===== src/rtl/dct_pkg.sv =====
// Shared constants for the dual counter/timer output and control block
package dct_pkg;
   // ======================================================
   // Register indices; byte address is four times the index
   localparam int IDX_T8CTL  = 0;
   localparam int IDX_COMMON = 1;
   localparam int IDX_T16CTL = 2;
   localparam int IDX_STAT   = 3;
   localparam int IDX_MASK   = 4;
   localparam int IDX_T8LD   = 5;
   localparam int IDX_T16LD  = 6;
   localparam int NUM_REGS   = 7;
   // ======================================================
   // Field positions
   localparam int B8_EN      = 7;
   localparam int B8_IE      = 1;
   localparam int BC_DEMOD   = 7;
   localparam int BC_OM_HI   = 3;
   localparam int BC_OM_LO   = 2;
   localparam int BC_INIT8   = 1;
   localparam int BC_INIT16  = 0;
   localparam int B16_EN     = 7;
   localparam int B16_SINGLE = 6;
   localparam int B16_TOUT   = 5;
   localparam int ST_T8      = 0;
   localparam int ST_T16     = 1;
   localparam int ST_RISE    = 2;
   localparam int ST_FALL    = 3;
   // ======================================================
   // Encodings and reset values
   localparam logic [1:0]  OM_NORMAL   = 2'h0;
   localparam logic [1:0]  OM_PINGPONG = 2'h1;
   localparam logic [1:0]  RESP_OKAY   = 2'h0;
   localparam logic [1:0]  RESP_SLVERR = 2'h2;
   localparam logic [7:0]  RST_REG8    = 8'h00;
   localparam logic [3:0]  RST_STAT    = 4'h0;
   localparam logic [7:0]  RST_T8LD    = 8'hFF;
   localparam logic [15:0] RST_T16LD   = 16'hFFFF;
   localparam logic [7:0]  T8_DEMOD_WRAP = 8'hFF;
   // ======================================================
   // Counting tick: period in ns, and the cycle count derived from it
   localparam int CLK_PERIOD_NS  = 10;
   localparam int TICK_PERIOD_NS = 40;
   localparam int TICK_DIV       = TICK_PERIOD_NS / CLK_PERIOD_NS;
endpackage : dct_pkg


===== src/rtl/dct_edge_detect.sv =====
// Rising and falling edge detector for the timer input pin
`timescale 1ns/1ns
module dct_edge_detect (
   input  wire logic aclk,
   input  wire logic aresetn,
   input  wire logic sig_in,
   output logic      rise,
   output logic      fall
);
   logic prev_ff;

   // Previous sample; input is already synchronous to aclk
   always_ff @(posedge aclk) begin
      if (!aresetn) begin
         prev_ff <= 1'b0;
      end else begin
         prev_ff <= sig_in;
      end
   end

   assign rise = sig_in & ~prev_ff;
   assign fall = ~sig_in & prev_ff;
endmodule // dct_edge_detect


===== src/rtl/dct_down_counter.sv =====
// Loadable down counter shared by the 8-bit and 16-bit timers
`timescale 1ns/1ns
module dct_down_counter #(
   parameter int W = 8
) (
   input  wire logic         aclk,
   input  wire logic         aresetn,
   input  wire logic         load,
   input  wire logic [W-1:0] load_val,
   input  wire logic         tick,
   output logic     [W-1:0]  count,
   output logic              at_zero
);
   logic [W-1:0] cnt_ff;

   // Load has priority over the count tick
   always_ff @(posedge aclk) begin
      if (!aresetn) begin
         cnt_ff <= '0;
      end else if (load) begin
         cnt_ff <= load_val;
      end else if (tick) begin
         cnt_ff <= W'(cnt_ff - 1'b1);
      end
   end

   assign count   = cnt_ff;
   assign at_zero = (cnt_ff == '0);
endmodule // dct_down_counter


===== src/rtl/dct_timer_ctrl.sv =====
// Top: register file, output levels and edge flags of the timer pair
// Behaviour
// - In transmit mode the 8-bit output takes its initial-level bit when the 8-bit counter starts.
// - While the 8-bit counter is off its output shows the inverse of its initial-level bit.
// - In demodulation mode a rising input edge sets the rise flag; writing one clears it.
// - In transmit mode the 16-bit output takes its initial-level bit when the 16-bit counter starts.
// - The 16-bit initial-level bit acts only in normal or alternating output mode.
// - While the 16-bit counter is off its output shows the inverse of its initial-level bit.
// - In demodulation mode a falling input edge sets the fall flag; writing one clears it.
// - Bit 7 of the 16-bit control register reads run state; writing starts or stops; resets to 0.
// - Bit 6 picks modulo-N or single pass in transmit; in demodulation it masks only the edge reload of the 16-bit counter.
// - Bit 5 is a sticky timeout flag, reset 0, cleared by writing one, kept by writing zero.
// - In 8-bit demodulation counting an interrupt is raised if enabled and counting resumes from FFh.
`timescale 1ns/1ns
module dct_timer_ctrl #(
   parameter int ADDR_W = 8
) (
   input  wire logic              aclk,
   input  wire logic              aresetn,
   input  wire logic [ADDR_W-1:0] awaddr,
   input  wire logic [2:0]        awprot,
   input  wire logic              awvalid,
   output logic                   awready,
   input  wire logic [31:0]       wdata,
   input  wire logic [3:0]        wstrb,
   input  wire logic              wvalid,
   output logic                   wready,
   output logic [1:0]             bresp,
   output logic                   bvalid,
   input  wire logic              bready,
   input  wire logic [ADDR_W-1:0] araddr,
   input  wire logic [2:0]        arprot,
   input  wire logic              arvalid,
   output logic                   arready,
   output logic [31:0]            rdata,
   output logic [1:0]             rresp,
   output logic                   rvalid,
   input  wire logic              rready,
   input  wire logic              timer_in,
   output logic                   eight_bit_timer_output,
   output logic                   sixteen_bit_timer_output,
   output logic                   irq
);
   import dct_pkg::*;

   // ======================================================
   // Declarations
   logic        awready_ff, wready_ff, bvalid_ff, arready_ff, rvalid_ff, irq_ff;
   logic [1:0]  bresp_ff, rresp_ff;
   logic [31:0] rdata_ff, wdata_ff;
   logic        aw_have_ff, w_have_ff, aw_ok_ff;
   logic [2:0]  aw_idx_ff;
   logic [3:0]  wstrb_ff;
   logic [7:0]  timer8_control_reg_ff, timer_common_control_reg_ff, timer16_control_reg_ff;
   logic [3:0]  stat_ff, mask_ff;
   logic [7:0]  t8ld_ff;
   logic [15:0] t16ld_ff;
   logic        eight_bit_timer_output_ff, sixteen_bit_timer_output_ff, run8_d_ff, run16_d_ff, tick_ff;
   logic [7:0]  div_ff;
   logic [7:0]  cnt8;
   logic [15:0] cnt16;
   logic        zero8, zero16, rise_ev, fall_ev;

   // ======================================================
   // Address decode, used for both write and read channels
   function automatic logic addr_ok(input logic [ADDR_W-1:0] a);
      addr_ok = (a[ADDR_W-1:5] == '0) && (int'(a[4:2]) < NUM_REGS);
   endfunction

   // ======================================================
   // AXI4-Lite write channel: address and data taken in either order
   wire aw_take   = awvalid & awready_ff;
   wire w_take    = wvalid & wready_ff;
   wire wr_fire   = aw_have_ff & w_have_ff;
   wire nxt_aw    = (aw_have_ff | aw_take) & ~wr_fire;
   wire nxt_w     = (w_have_ff | w_take) & ~wr_fire;
   wire nxt_bv    = wr_fire | (bvalid_ff & ~bready);
   wire wr_ok     = wr_fire & aw_ok_ff;
   wire lane0     = wstrb_ff[0];
   wire lane1     = wstrb_ff[1];
   wire wr8ctl    = wr_ok & lane0 & (aw_idx_ff == 3'(IDX_T8CTL));
   wire wrcom     = wr_ok & lane0 & (aw_idx_ff == 3'(IDX_COMMON));
   wire wr16ctl   = wr_ok & lane0 & (aw_idx_ff == 3'(IDX_T16CTL));
   wire wrstat    = wr_ok & lane0 & (aw_idx_ff == 3'(IDX_STAT));
   wire wrmask    = wr_ok & lane0 & (aw_idx_ff == 3'(IDX_MASK));
   wire wr8ld     = wr_ok & lane0 & (aw_idx_ff == 3'(IDX_T8LD));
   wire wr16ld    = wr_ok & (aw_idx_ff == 3'(IDX_T16LD));

   always_ff @(posedge aclk) begin
      if (!aresetn) begin
         aw_have_ff <= 1'b0;
         w_have_ff  <= 1'b0;
         awready_ff <= 1'b0;
         wready_ff  <= 1'b0;
         bvalid_ff  <= 1'b0;
         bresp_ff   <= RESP_OKAY;
         aw_ok_ff   <= 1'b0;
         aw_idx_ff  <= 3'h0;
         wdata_ff   <= 32'h0;
         wstrb_ff   <= 4'h0;
      end else begin
         aw_have_ff <= nxt_aw;
         w_have_ff  <= nxt_w;
         awready_ff <= ~nxt_aw & ~nxt_bv;
         wready_ff  <= ~nxt_w & ~nxt_bv;
         bvalid_ff  <= nxt_bv;
         if (aw_take) begin
            aw_ok_ff  <= addr_ok(awaddr);
            aw_idx_ff <= awaddr[4:2];
         end
         if (w_take) begin
            wdata_ff <= wdata;
            wstrb_ff <= wstrb;
         end
         if (wr_fire) begin
            bresp_ff <= aw_ok_ff ? RESP_OKAY : RESP_SLVERR;
         end
      end
   end

   // ======================================================
   // AXI4-Lite read channel: one word a read, answer on the next edge
   wire ar_take = arvalid & arready_ff;
   wire nxt_rv  = ar_take | (rvalid_ff & ~rready);
   wire [2:0]  ar_idx = araddr[4:2];
   logic [31:0] rd_word;

   always_comb begin
      rd_word = 32'h0;
      unique case (ar_idx)
         3'(IDX_T8CTL):  rd_word[7:0]  = timer8_control_reg_ff;
         3'(IDX_COMMON): rd_word[7:0]  = timer_common_control_reg_ff;
         3'(IDX_T16CTL): rd_word[7:0]  = timer16_control_reg_ff;
         3'(IDX_STAT):   rd_word[3:0]  = stat_ff;
         3'(IDX_MASK):   rd_word[3:0]  = mask_ff;
         3'(IDX_T8LD):   rd_word[7:0]  = t8ld_ff;
         3'(IDX_T16LD):  rd_word[15:0] = t16ld_ff;
         default:        rd_word       = 32'h0;
      endcase
   end

   always_ff @(posedge aclk) begin
      if (!aresetn) begin
         arready_ff <= 1'b0;
         rvalid_ff  <= 1'b0;
         rdata_ff   <= 32'h0;
         rresp_ff   <= RESP_OKAY;
      end else begin
         arready_ff <= ~nxt_rv;
         rvalid_ff  <= nxt_rv;
         if (ar_take) begin
            rdata_ff <= addr_ok(araddr) ? rd_word : 32'h0;
            rresp_ff <= addr_ok(araddr) ? RESP_OKAY : RESP_SLVERR;
         end
      end
   end

   // ======================================================
   // Counting tick divider; one-cycle enable pulse
   always_ff @(posedge aclk) begin
      if (!aresetn) begin
         div_ff  <= 8'h00;
         tick_ff <= 1'b0;
      end else begin
         tick_ff <= (div_ff == 8'(TICK_DIV - 1));
         div_ff  <= (div_ff == 8'(TICK_DIV - 1)) ? 8'h00 : 8'(div_ff + 8'h01);
      end
   end

   // ======================================================
   // Timer state and edge decode
   wire demod    = timer_common_control_reg_ff[BC_DEMOD];
   wire init8    = timer_common_control_reg_ff[BC_INIT8];
   wire init16   = timer_common_control_reg_ff[BC_INIT16];
   wire [1:0] om = timer_common_control_reg_ff[BC_OM_HI:BC_OM_LO];
   wire init_eff = (om == OM_NORMAL) | (om == OM_PINGPONG);
   wire run8     = timer8_control_reg_ff[B8_EN];
   wire run16    = timer16_control_reg_ff[B16_EN];
   wire single   = timer16_control_reg_ff[B16_SINGLE];
   wire start8   = run8 & ~run8_d_ff;
   wire start16  = run16 & ~run16_d_ff;
   wire term8    = run8 & ~start8 & tick_ff & zero8;                 // A start is never terminal
   wire term16   = run16 & ~start16 & tick_ff & zero16;              // Counter may sit at zero after reset
   wire edge16   = demod & ~single & (rise_ev | fall_ev);
   wire stop16   = term16 & ~demod & single;
   wire [7:0] ld8 = (demod & term8) ? T8_DEMOD_WRAP : t8ld_ff;

   dct_edge_detect u_edge (
      .aclk    (aclk),
      .aresetn (aresetn),
      .sig_in  (timer_in),
      .rise    (rise_ev),
      .fall    (fall_ev)
   );

   dct_down_counter #(.W(8)) u_cnt8 (
      .aclk     (aclk),
      .aresetn  (aresetn),
      .load     (start8 | term8),
      .load_val (ld8),
      .tick     (run8 & tick_ff),
      .count    (cnt8),
      .at_zero  (zero8)
   );

   dct_down_counter #(.W(16)) u_cnt16 (
      .aclk     (aclk),
      .aresetn  (aresetn),
      .load     (start16 | (term16 & ~stop16) | (run16 & edge16)),
      .load_val (t16ld_ff),
      .tick     (run16 & tick_ff),
      .count    (cnt16),
      .at_zero  (zero16)
   );

   // ======================================================
   // Control registers; sticky flags let a new event win over a clear
   wire c1   = wdata_ff[BC_INIT8];
   wire c0   = wdata_ff[BC_INIT16];
   wire nxt_init8  = demod ? ((rise_ev) | (init8 & ~(wrcom & c1)))
                           : (wrcom ? c1 : init8);
   wire nxt_init16 = demod ? ((fall_ev) | (init16 & ~(wrcom & c0)))
                           : (wrcom ? c0 : init16);
   wire nxt_tout   = term16 | (timer16_control_reg_ff[B16_TOUT]
                     & ~(wr16ctl & wdata_ff[B16_TOUT]));
   wire nxt_run16  = stop16 ? 1'b0 : (wr16ctl ? wdata_ff[B16_EN] : run16);
   wire [3:0] ev   = {fall_ev & demod, rise_ev & demod, term16,
                      term8 & timer8_control_reg_ff[B8_IE]};

   always_ff @(posedge aclk) begin
      if (!aresetn) begin
         timer8_control_reg_ff       <= RST_REG8;
         timer_common_control_reg_ff <= RST_REG8;
         timer16_control_reg_ff      <= RST_REG8;
         stat_ff                     <= RST_STAT;
         mask_ff                     <= RST_STAT;
         t8ld_ff                     <= RST_T8LD;
         t16ld_ff                    <= RST_T16LD;
      end else begin
         if (wr8ctl) timer8_control_reg_ff <= wdata_ff[7:0];
         timer_common_control_reg_ff <= {(wrcom ? wdata_ff[7:2] : timer_common_control_reg_ff[7:2]),
                                         nxt_init8, nxt_init16};
         timer16_control_reg_ff <= {nxt_run16,
                                    (wr16ctl ? wdata_ff[B16_SINGLE] : single),
                                    nxt_tout, 5'h00};
         stat_ff <= ev | (stat_ff & ~(wrstat ? wdata_ff[3:0] : 4'h0));
         if (wrmask) mask_ff <= wdata_ff[3:0];
         if (wr8ld)  t8ld_ff <= wdata_ff[7:0];
         if (wr16ld & lane0) t16ld_ff[7:0]  <= wdata_ff[7:0];
         if (wr16ld & lane1) t16ld_ff[15:8] <= wdata_ff[15:8];
      end
   end

   // ======================================================
   // Output levels: idle shows the inverse (16-bit: normal or alternating mode only, else low) so that a start is a visible edge
   always_ff @(posedge aclk) begin
      if (!aresetn) begin
         eight_bit_timer_output_ff  <= 1'b0;
         sixteen_bit_timer_output_ff <= 1'b0;
         run8_d_ff  <= 1'b0;
         run16_d_ff <= 1'b0;
         irq_ff     <= 1'b0;
      end else begin
         run8_d_ff  <= run8;
         run16_d_ff <= run16;
         irq_ff     <= |(stat_ff & mask_ff);
         if (!run8) eight_bit_timer_output_ff <= ~init8;
         else if (start8) eight_bit_timer_output_ff <= init8;
         else if (term8 & ~demod) eight_bit_timer_output_ff <= ~eight_bit_timer_output_ff;
         if (!run16) sixteen_bit_timer_output_ff <= init_eff & ~init16;
         else if (start16) sixteen_bit_timer_output_ff <= init_eff & init16;
         else if (term16 & ~demod) sixteen_bit_timer_output_ff <= ~sixteen_bit_timer_output_ff;
      end
   end

   // Reads of cnt8/cnt16 elsewhere are only by checks below
   assign awready = awready_ff;
   assign wready  = wready_ff;
   assign bvalid  = bvalid_ff;
   assign bresp   = bresp_ff;
   assign arready = arready_ff;
   assign rvalid  = rvalid_ff;
   assign rdata   = rdata_ff;
   assign rresp   = rresp_ff;
   assign irq     = irq_ff;
   assign eight_bit_timer_output   = eight_bit_timer_output_ff;
   assign sixteen_bit_timer_output = sixteen_bit_timer_output_ff;
endmodule // dct_timer_ctrl


===== config.mk =====
export PLATFORM = sky130hd
export DESIGN_NAME = dct_timer_ctrl
export DESIGN_NICKNAME = d
export VERILOG_FILES = /design/src/rtl/dct_pkg.sv /design/src/rtl/dct_edge_detect.sv /design/src/rtl/dct_down_counter.sv /design/src/rtl/dct_timer_ctrl.sv
export SDC_FILE = /design/constraint.sdc
export NUM_CORES = 1
export LEC_CHECK = 0
export BUFFER_PORTS_ARGS = -buffer_cell sky130_fd_sc_hd__buf_2
export CORE_MARGIN = 10
export CORE_UTILIZATION = 35
export CTS_CLUSTER_SIZE = 25
export DETAILED_ROUTE_END_ITERATION = 16
export GPL_TIMING_DRIVEN = 0
export HOLD_SLACK_MARGIN = 0.12
export MAX_ROUTING_LAYER = met4
export PLACE_DENSITY = 0.55
export SYNTH_ARGS = -nofsm -noshare
export SYNTH_HDL_FRONTEND = slang
export SYNTH_SLANG_ARGS = --single-unit

===== constraint.sdc =====
create_clock -name aclk -period 2.32 [get_ports aclk]
set_input_delay 0.464 -clock aclk [delete_from_list [all_inputs] [get_ports aclk]]
set_output_delay 0.464 -clock aclk [all_outputs]
set_load 0.05 [all_outputs]

# After elaboration in Yosys (flattened, before gate mapping)
# Cells that the tools add are included.
# totals
regBits	160
latchBits	0
ramBits	0
mem_bits_ro	0
in_bits	66
out_inout_bits	44
elab_cells	186
n_memories	0
# classes
addsub	3
n_mul	0
div	0
magnitude_cmp	2
eq_ne	16
shift	0
n_mux	22
n_bitwise	92
reduce_logical	15
# ops
op	n
$and A1 B1 Y1	52
$mux W16	3
$mux W8	4
$pmux W4 S7	1
$not A1 Y1	24
$pmux W4 S5	1
$eq A3 B3 Y1 const B	6
$logic_not A16 Y1	1
$sub A16 B1 Y16 const B	1
$eq A3 B2 Y1 const B	4
$logic_not A3 Y1	4
$or A1 B1 Y1	12
$mux W1	10
$add A8 B1 Y8 const B	1
$and A4 B4 Y4	2
$eq A8 B2 Y1 const B	1
$logic_not A8 Y1	1
$sub A8 B1 Y8 const B	1
$eq A3 B1 Y1 const B	2
$lt A3 B3 Y1 const B	2
$ne A3 B1 Y1 const B	2
$reduce_bool A2 Y1	3
$mux W2	2
$mux W4	1
7 further kinds	9

# Depth between registers and ports, before layout
# depth
ltp_word	13
ltp_mapped	8
depth_no_buf	7

# Hierarchy
# Synthesis repeated with hierarchy kept, for this count alone.
# hier_totals
hier_cells	685
area_unflattened_um2	6174.7
# by_module_without_submodules
mod	n_inst	cells_each	area_per_inst_um2	seq_area_each_um2
dct_timer_ctrl	1	523	4773.3	2242.2
dct_down_counter at u_cnt16	1	100	882.1	320.3
dct_down_counter at u_cnt8	1	58	480.5	160.2
dct_edge_detect	1	4	38.8	20.0

# Worst setup path after synthesis
# OpenSTA, ideal clock, no wires.
# synth_path
path_kind	register to register
start	reg arready_ff (netlist: arready)
end	reg rdata_ff[10] (netlist: rdata[10])
setup_ns	0.066
arrival_time_ns	1.731
required_ns	2.254
path_slack_ns	0.523
stages_incl_launch_ff	7
path_buffers	1
period_less_slack_ns	1.797
path_cell_list	dfxtp_1 nand2_1 nor4_1 and4b_1 buf_2 a22oi_1 nor2_1
# synth_via
elab_chain_cells	1
# synth_rtl
item	line	text
start, declared	dct_timer_ctrl.sv:48	logic awready_ff, wready_ff, bvalid_ff, arready_ff, rvalid_ff, irq_ff;
start signal, assigned	dct_timer_ctrl.sv:149	arready_ff <= ~nxt_rv;
$and A1 B1 Y1	dct_timer_ctrl.sv:123	wire ar_take = arvalid & arready_ff;
end signal, assigned	dct_timer_ctrl.sv:152	rdata_ff <= addr_ok(araddr) ? rd_word : 32'h0;
end, declared	dct_timer_ctrl.sv:50	logic [31:0] rdata_ff, wdata_ff;
# No other way between the ends.
# A chain may end at the register's enable or synchronous reset.

# Worst setup path after layout
# layout_path
start	reg aw_have_ff
end	reg t8ld_ff[0]
# layout_via
elab_chain_cells	4
# layout_rtl
item	line	text
start, declared	dct_timer_ctrl.sv:51	logic aw_have_ff, w_have_ff, aw_ok_ff;
start signal, assigned	dct_timer_ctrl.sv:102	aw_have_ff <= nxt_aw;
$and A1 B1 Y1	dct_timer_ctrl.sv:74	wire wr_fire = aw_have_ff & w_have_ff;
$and A1 B1 Y1	dct_timer_ctrl.sv:78	wire wr_ok = wr_fire & aw_ok_ff;
$and A1 B1 Y1 (2 in a row)	dct_timer_ctrl.sv:86	wire wr8ld = wr_ok & lane0 & (aw_idx_ff == 3'(IDX_T8LD));
end signal, assigned	dct_timer_ctrl.sv:248	if (wr8ld) t8ld_ff <= wdata_ff[7:0];
end, declared	dct_timer_ctrl.sv:56	logic [7:0] t8ld_ff;
# No other way between the ends.

==> flow_metrics.env <==
export IMPL_grtUsageTotal=0.147
export IMPL_finalSetupViolCount=0
export IMPL_antenna_cells=0
export IMPL_synth_async_reset_ratio=0
export IMPL_top_usage_layer="met2"
export IMPL_setup_tns_ns=0
export IMPL_synth_warnings=0
export IMPL_cts_root_buf="clkbuf_16"
export IMPL_yosysTopAreaCellShare=0.451
export IMPL_wl_per_cell_um=16.3
export IMPL_synth_edff_count=0
export IMPL_nFillCells=1815
export IMPL_cap_violations=0
export IMPL_vias_per_cell=4.94
export IMPL_cts_buffers=17
export IMPL_p_comb_frac=0.069
export IMPL_status="complete, no violations"
export IMPL_rsz0062_at_grt="no"
export IMPL_worstSkewPairLatency_ns=0.41
export IMPL_die_w_um=152
export IMPL_dr_first_iter_drc_count=218
export IMPL_met3_usage=0.0322
export IMPL_cts_sinks=137
export IMPL_required_ns=2.60
export IMPL_cts_tree="built"
export IMPL_io_pins=110
export IMPL_syn_inst=703
export IMPL_ys_ff_latch=137
export IMPL_synth_top_cell_by_area="dfxtp_1"
export IMPL_power_switching_mw=1.34
export IMPL_stdcell_area_um2=7350
export IMPL_leakagePower_nw=3.00
export IMPL_h_tree_depth=4
export IMPL_drive_gt1_frac=0.169
export IMPL_dr_pass1_iters=5
export IMPL_cp_data_arrival_time_ns=2.39
export IMPL_power_internal_mw=4.29
export IMPL_dpl_instance_area_um2=6740
export IMPL_power_density_nw_per_um2=765
export IMPL_min_period_ns=2.11
export IMPL_die_y_um=152
export IMPL_area_growth_pct=20.8
export IMPL_clockPowerShare=0.497
export IMPL_hp_class="input port to flop"
export IMPL_critPathMaxFanout=8
export IMPL_worst_setup_path_end_kind="flop"
export IMPL_ys_flop_type="dfxtp_1"
export IMPL_grt_pass1_vias=5004
export IMPL_finalHoldViolations=0
export IMPL_power_frac_seq=0.433
export IMPL_antenna_found_initial=0
export IMPL_initial_utilization=0.354
export IMPL_synth_avg_cell_area_um2=8.66
export IMPL_drc=0
export IMPL_hpwl_um=12900
export IMPL_rows=48
export IMPL_yosysUniqueCellTypes=61
export IMPL_drtAntennaViolNets=0
export IMPL_maxSlewHeadroom=0.420
export IMPL_core_area_um2=17200
export IMPL_grtUsageMet2=0.226
export IMPL_gp_congestion=0.887
export IMPL_seq_area_um2=2740
export IMPL_drt_total_wl_um=16900
export IMPL_num_vias=5124
export IMPL_syn_area_um2=6090
export IMPL_tightestPinTransition_ns=0.865
export IMPL_crit_type="flop to flop"
export IMPL_clock_skew_ns=0.00634
export IMPL_clockBufferDepth=2
export IMPL_grt_pass1_wl_um=26900
export IMPL_fin_crit_sh=0.911
export IMPL_worstSetupStartpointType="flop"
export IMPL_vdd_drop_max_v=0.000424
export IMPL_grt_max_degree=17
export IMPL_dieArea_um2=23100
export IMPL_grt_util_met1=0.189
export IMPL_numPortBuffers=62
export IMPL_ys_top_cells_by_area="dfxtp_1 (45%), mux2i_1 (6.7%), nand2_1 (6.6%)"
export IMPL_clk_pin_slew_ns=0.06
export IMPL_synth_seq_area_share=0.451
export IMPL_multi_input_area_um2=3060
export IMPL_report_final_slew_viol_count=0
export IMPL_nets=873
export IMPL_switching_share=0.238
export IMPL_fmax_mhz=473
export IMPL_gr_total_overflow=0
-- layout make-up --
class                           instances  share of cell area
Multi-Input combinational cell        513               0.417
Sequential cell                       137               0.373
Timing Repair Buffer                   62              0.0422
Tap cell                              225              0.0383
Buffer                                 55              0.0390
Clock inverter                         11              0.0197
Inverter                               14             0.00715
Clock buffer                           21              0.0640
-- per-stage QoR --
stage / instances / util / power, mW / setup WS (ns) / hold slack, ns
floorplan: 720 / - / 2.75 / 0.523 / 0.426
finish: 1038 / 0.428 / 5.63 / 0.207 / 0.280
global route: 1038 / 0.428 / 5.82 / 0.0824 / 0.276
global placement: 1007 / 0.392 / 2.88 / 0.0489 / 0.438
CTS: 1039 / 0.428 / 5.67 / 0.116 / 0.267
detailed placement: 1007 / 0.392 / 2.88 / 0.0435 / 0.441
-- registers in the layout, summed over array words and instances (netlist names), 2 cells and up --
name / count
stat_ff: 4
timer16_control_reg_ff: 3
div_ff: 8
t16ld_ff: 16
u_cnt8.count: 8
timer8_control_reg_ff: 8
u_cnt16.count: 16
wstrb_ff: 2
rdata: 16
wdata_ff: 16
aw_idx_ff: 3
timer_common_control_reg_ff: 8
mask_ff: 4
t8ld_ff: 8
-- power groups by stage --
stage / clock [mW] / sequential, mW / combinational [mW]
after detailed placement: 0 / 2.49 / 0.390
after global placement: 0 / 2.49 / 0.390
final: 2.80 / 2.44 / 0.391
after floorplan: 0 / 2.51 / 0.243
after CTS: 2.84 / 2.44 / 0.392
after global routing: 2.95 / 2.44 / 0.427
-- critical path, cell delays in order, from the launching register on --
cell,delay (ns)
dfxtp_1,0.45
nand3_1,0.19
nor4b_1,0.66
buf_2,0.39
mux2i_1,0.22
nand2_1,0.07
-- cell usage in the layout, fill, tap and decap left out, types with 7 or more instances in the layout --
cell,Yosys,layout
xnor2_1,15,15
and3_1,7,7
clkbuf_1,26,26
nand2_1,107,107
a22oi_1,14,14
dfxtp_1,137,137
buf_2,7,69
clkbuf_16,0,17
nand3_1,25,25
o21ai_0,27,27
mux2i_1,41,41
buf_4,19,19
a211oi_1,16,16
nor2_1,64,64
a21oi_1,63,63
inv_1,14,14
xor2_1,10,10
ha_1,7,7
conb_1,1,18
nor3_1,10,10
-- layer usage --
layer	part of all wire	routed length [um]
met5	0	0
met4	0.0093	158
met2	0.46	7860
met1	0.49	8280
met3	0.037	632
-- cells in the mapped netlist (all sizes together) (2+ instances only) --
cell type and instances:
a211oi 16, a21boi 3, a21o 3, a21oi 63, a221oi 2, a22o 3
a22oi 14, a31oi 5, and2 5, and3 8, and4 2, and4b 2
buf 30, clkbuf 26, dfxtp 137, ha 7, inv 14, mux2 5
mux2i 41, nand2 108, nand2b 4, nand3 25, nand4 5, nand4bb 2
nor2 65, nor2b 5, nor3 11, nor3b 3, nor4 8, o211ai 5
o21ai 27, o221ai 2, o31ai 3, or3 4, or4 3, xnor2 15
xor2 10
-- final timing paths --
check                        startpoint                  endpoint  slack [ns]  cells after the start
setup / recovery  aw_have_ff$_SDFF_PN0_   t8ld_ff[0]$_SDFFE_PN1P_        0.21                      5
hold / removal                 wdata[0]  wdata_ff[0]$_SDFFE_PN0P_        0.28                      3
setup reg to reg  aw_have_ff$_SDFF_PN0_   t8ld_ff[0]$_SDFFE_PN1P_        0.21                      5
hold reg to reg   rdata[1]$_SDFFE_PN0P_     rdata[1]$_SDFFE_PN0P_        0.45                      1
-- logic make-up (layout without fill, tap and decap cells) --
| kind of cell | Yosys count | in the layout | synth area share |
|---|---|---|---|
| AND/OR/NAND/NOR | 265 | 265 | 0.211 |
| multiplexers | 46 | 46 | 0.0767 |
| other | 1 | 18 | 0.000616 |
| XOR/XNOR | 25 | 25 | 0.0360 |
| flip-flops | 137 | 137 | 0.451 |
| AO/OA/AOI/OAI | 152 | 152 | 0.154 |
| adder cells (fa/ha/maj) | 7 | 7 | 0.0144 |
| buffers and inverters | 70 | 163 | 0.0563 |
-- what timing repair did --
action	CTS	global route
hold endpoints to repair	0	0
setup buffers	0	0
setup endpoints to repair	0	1
hold buffers	0	0
gates resized for setup	0	0
Note: power is estimated with default switching activity, not from simulation.
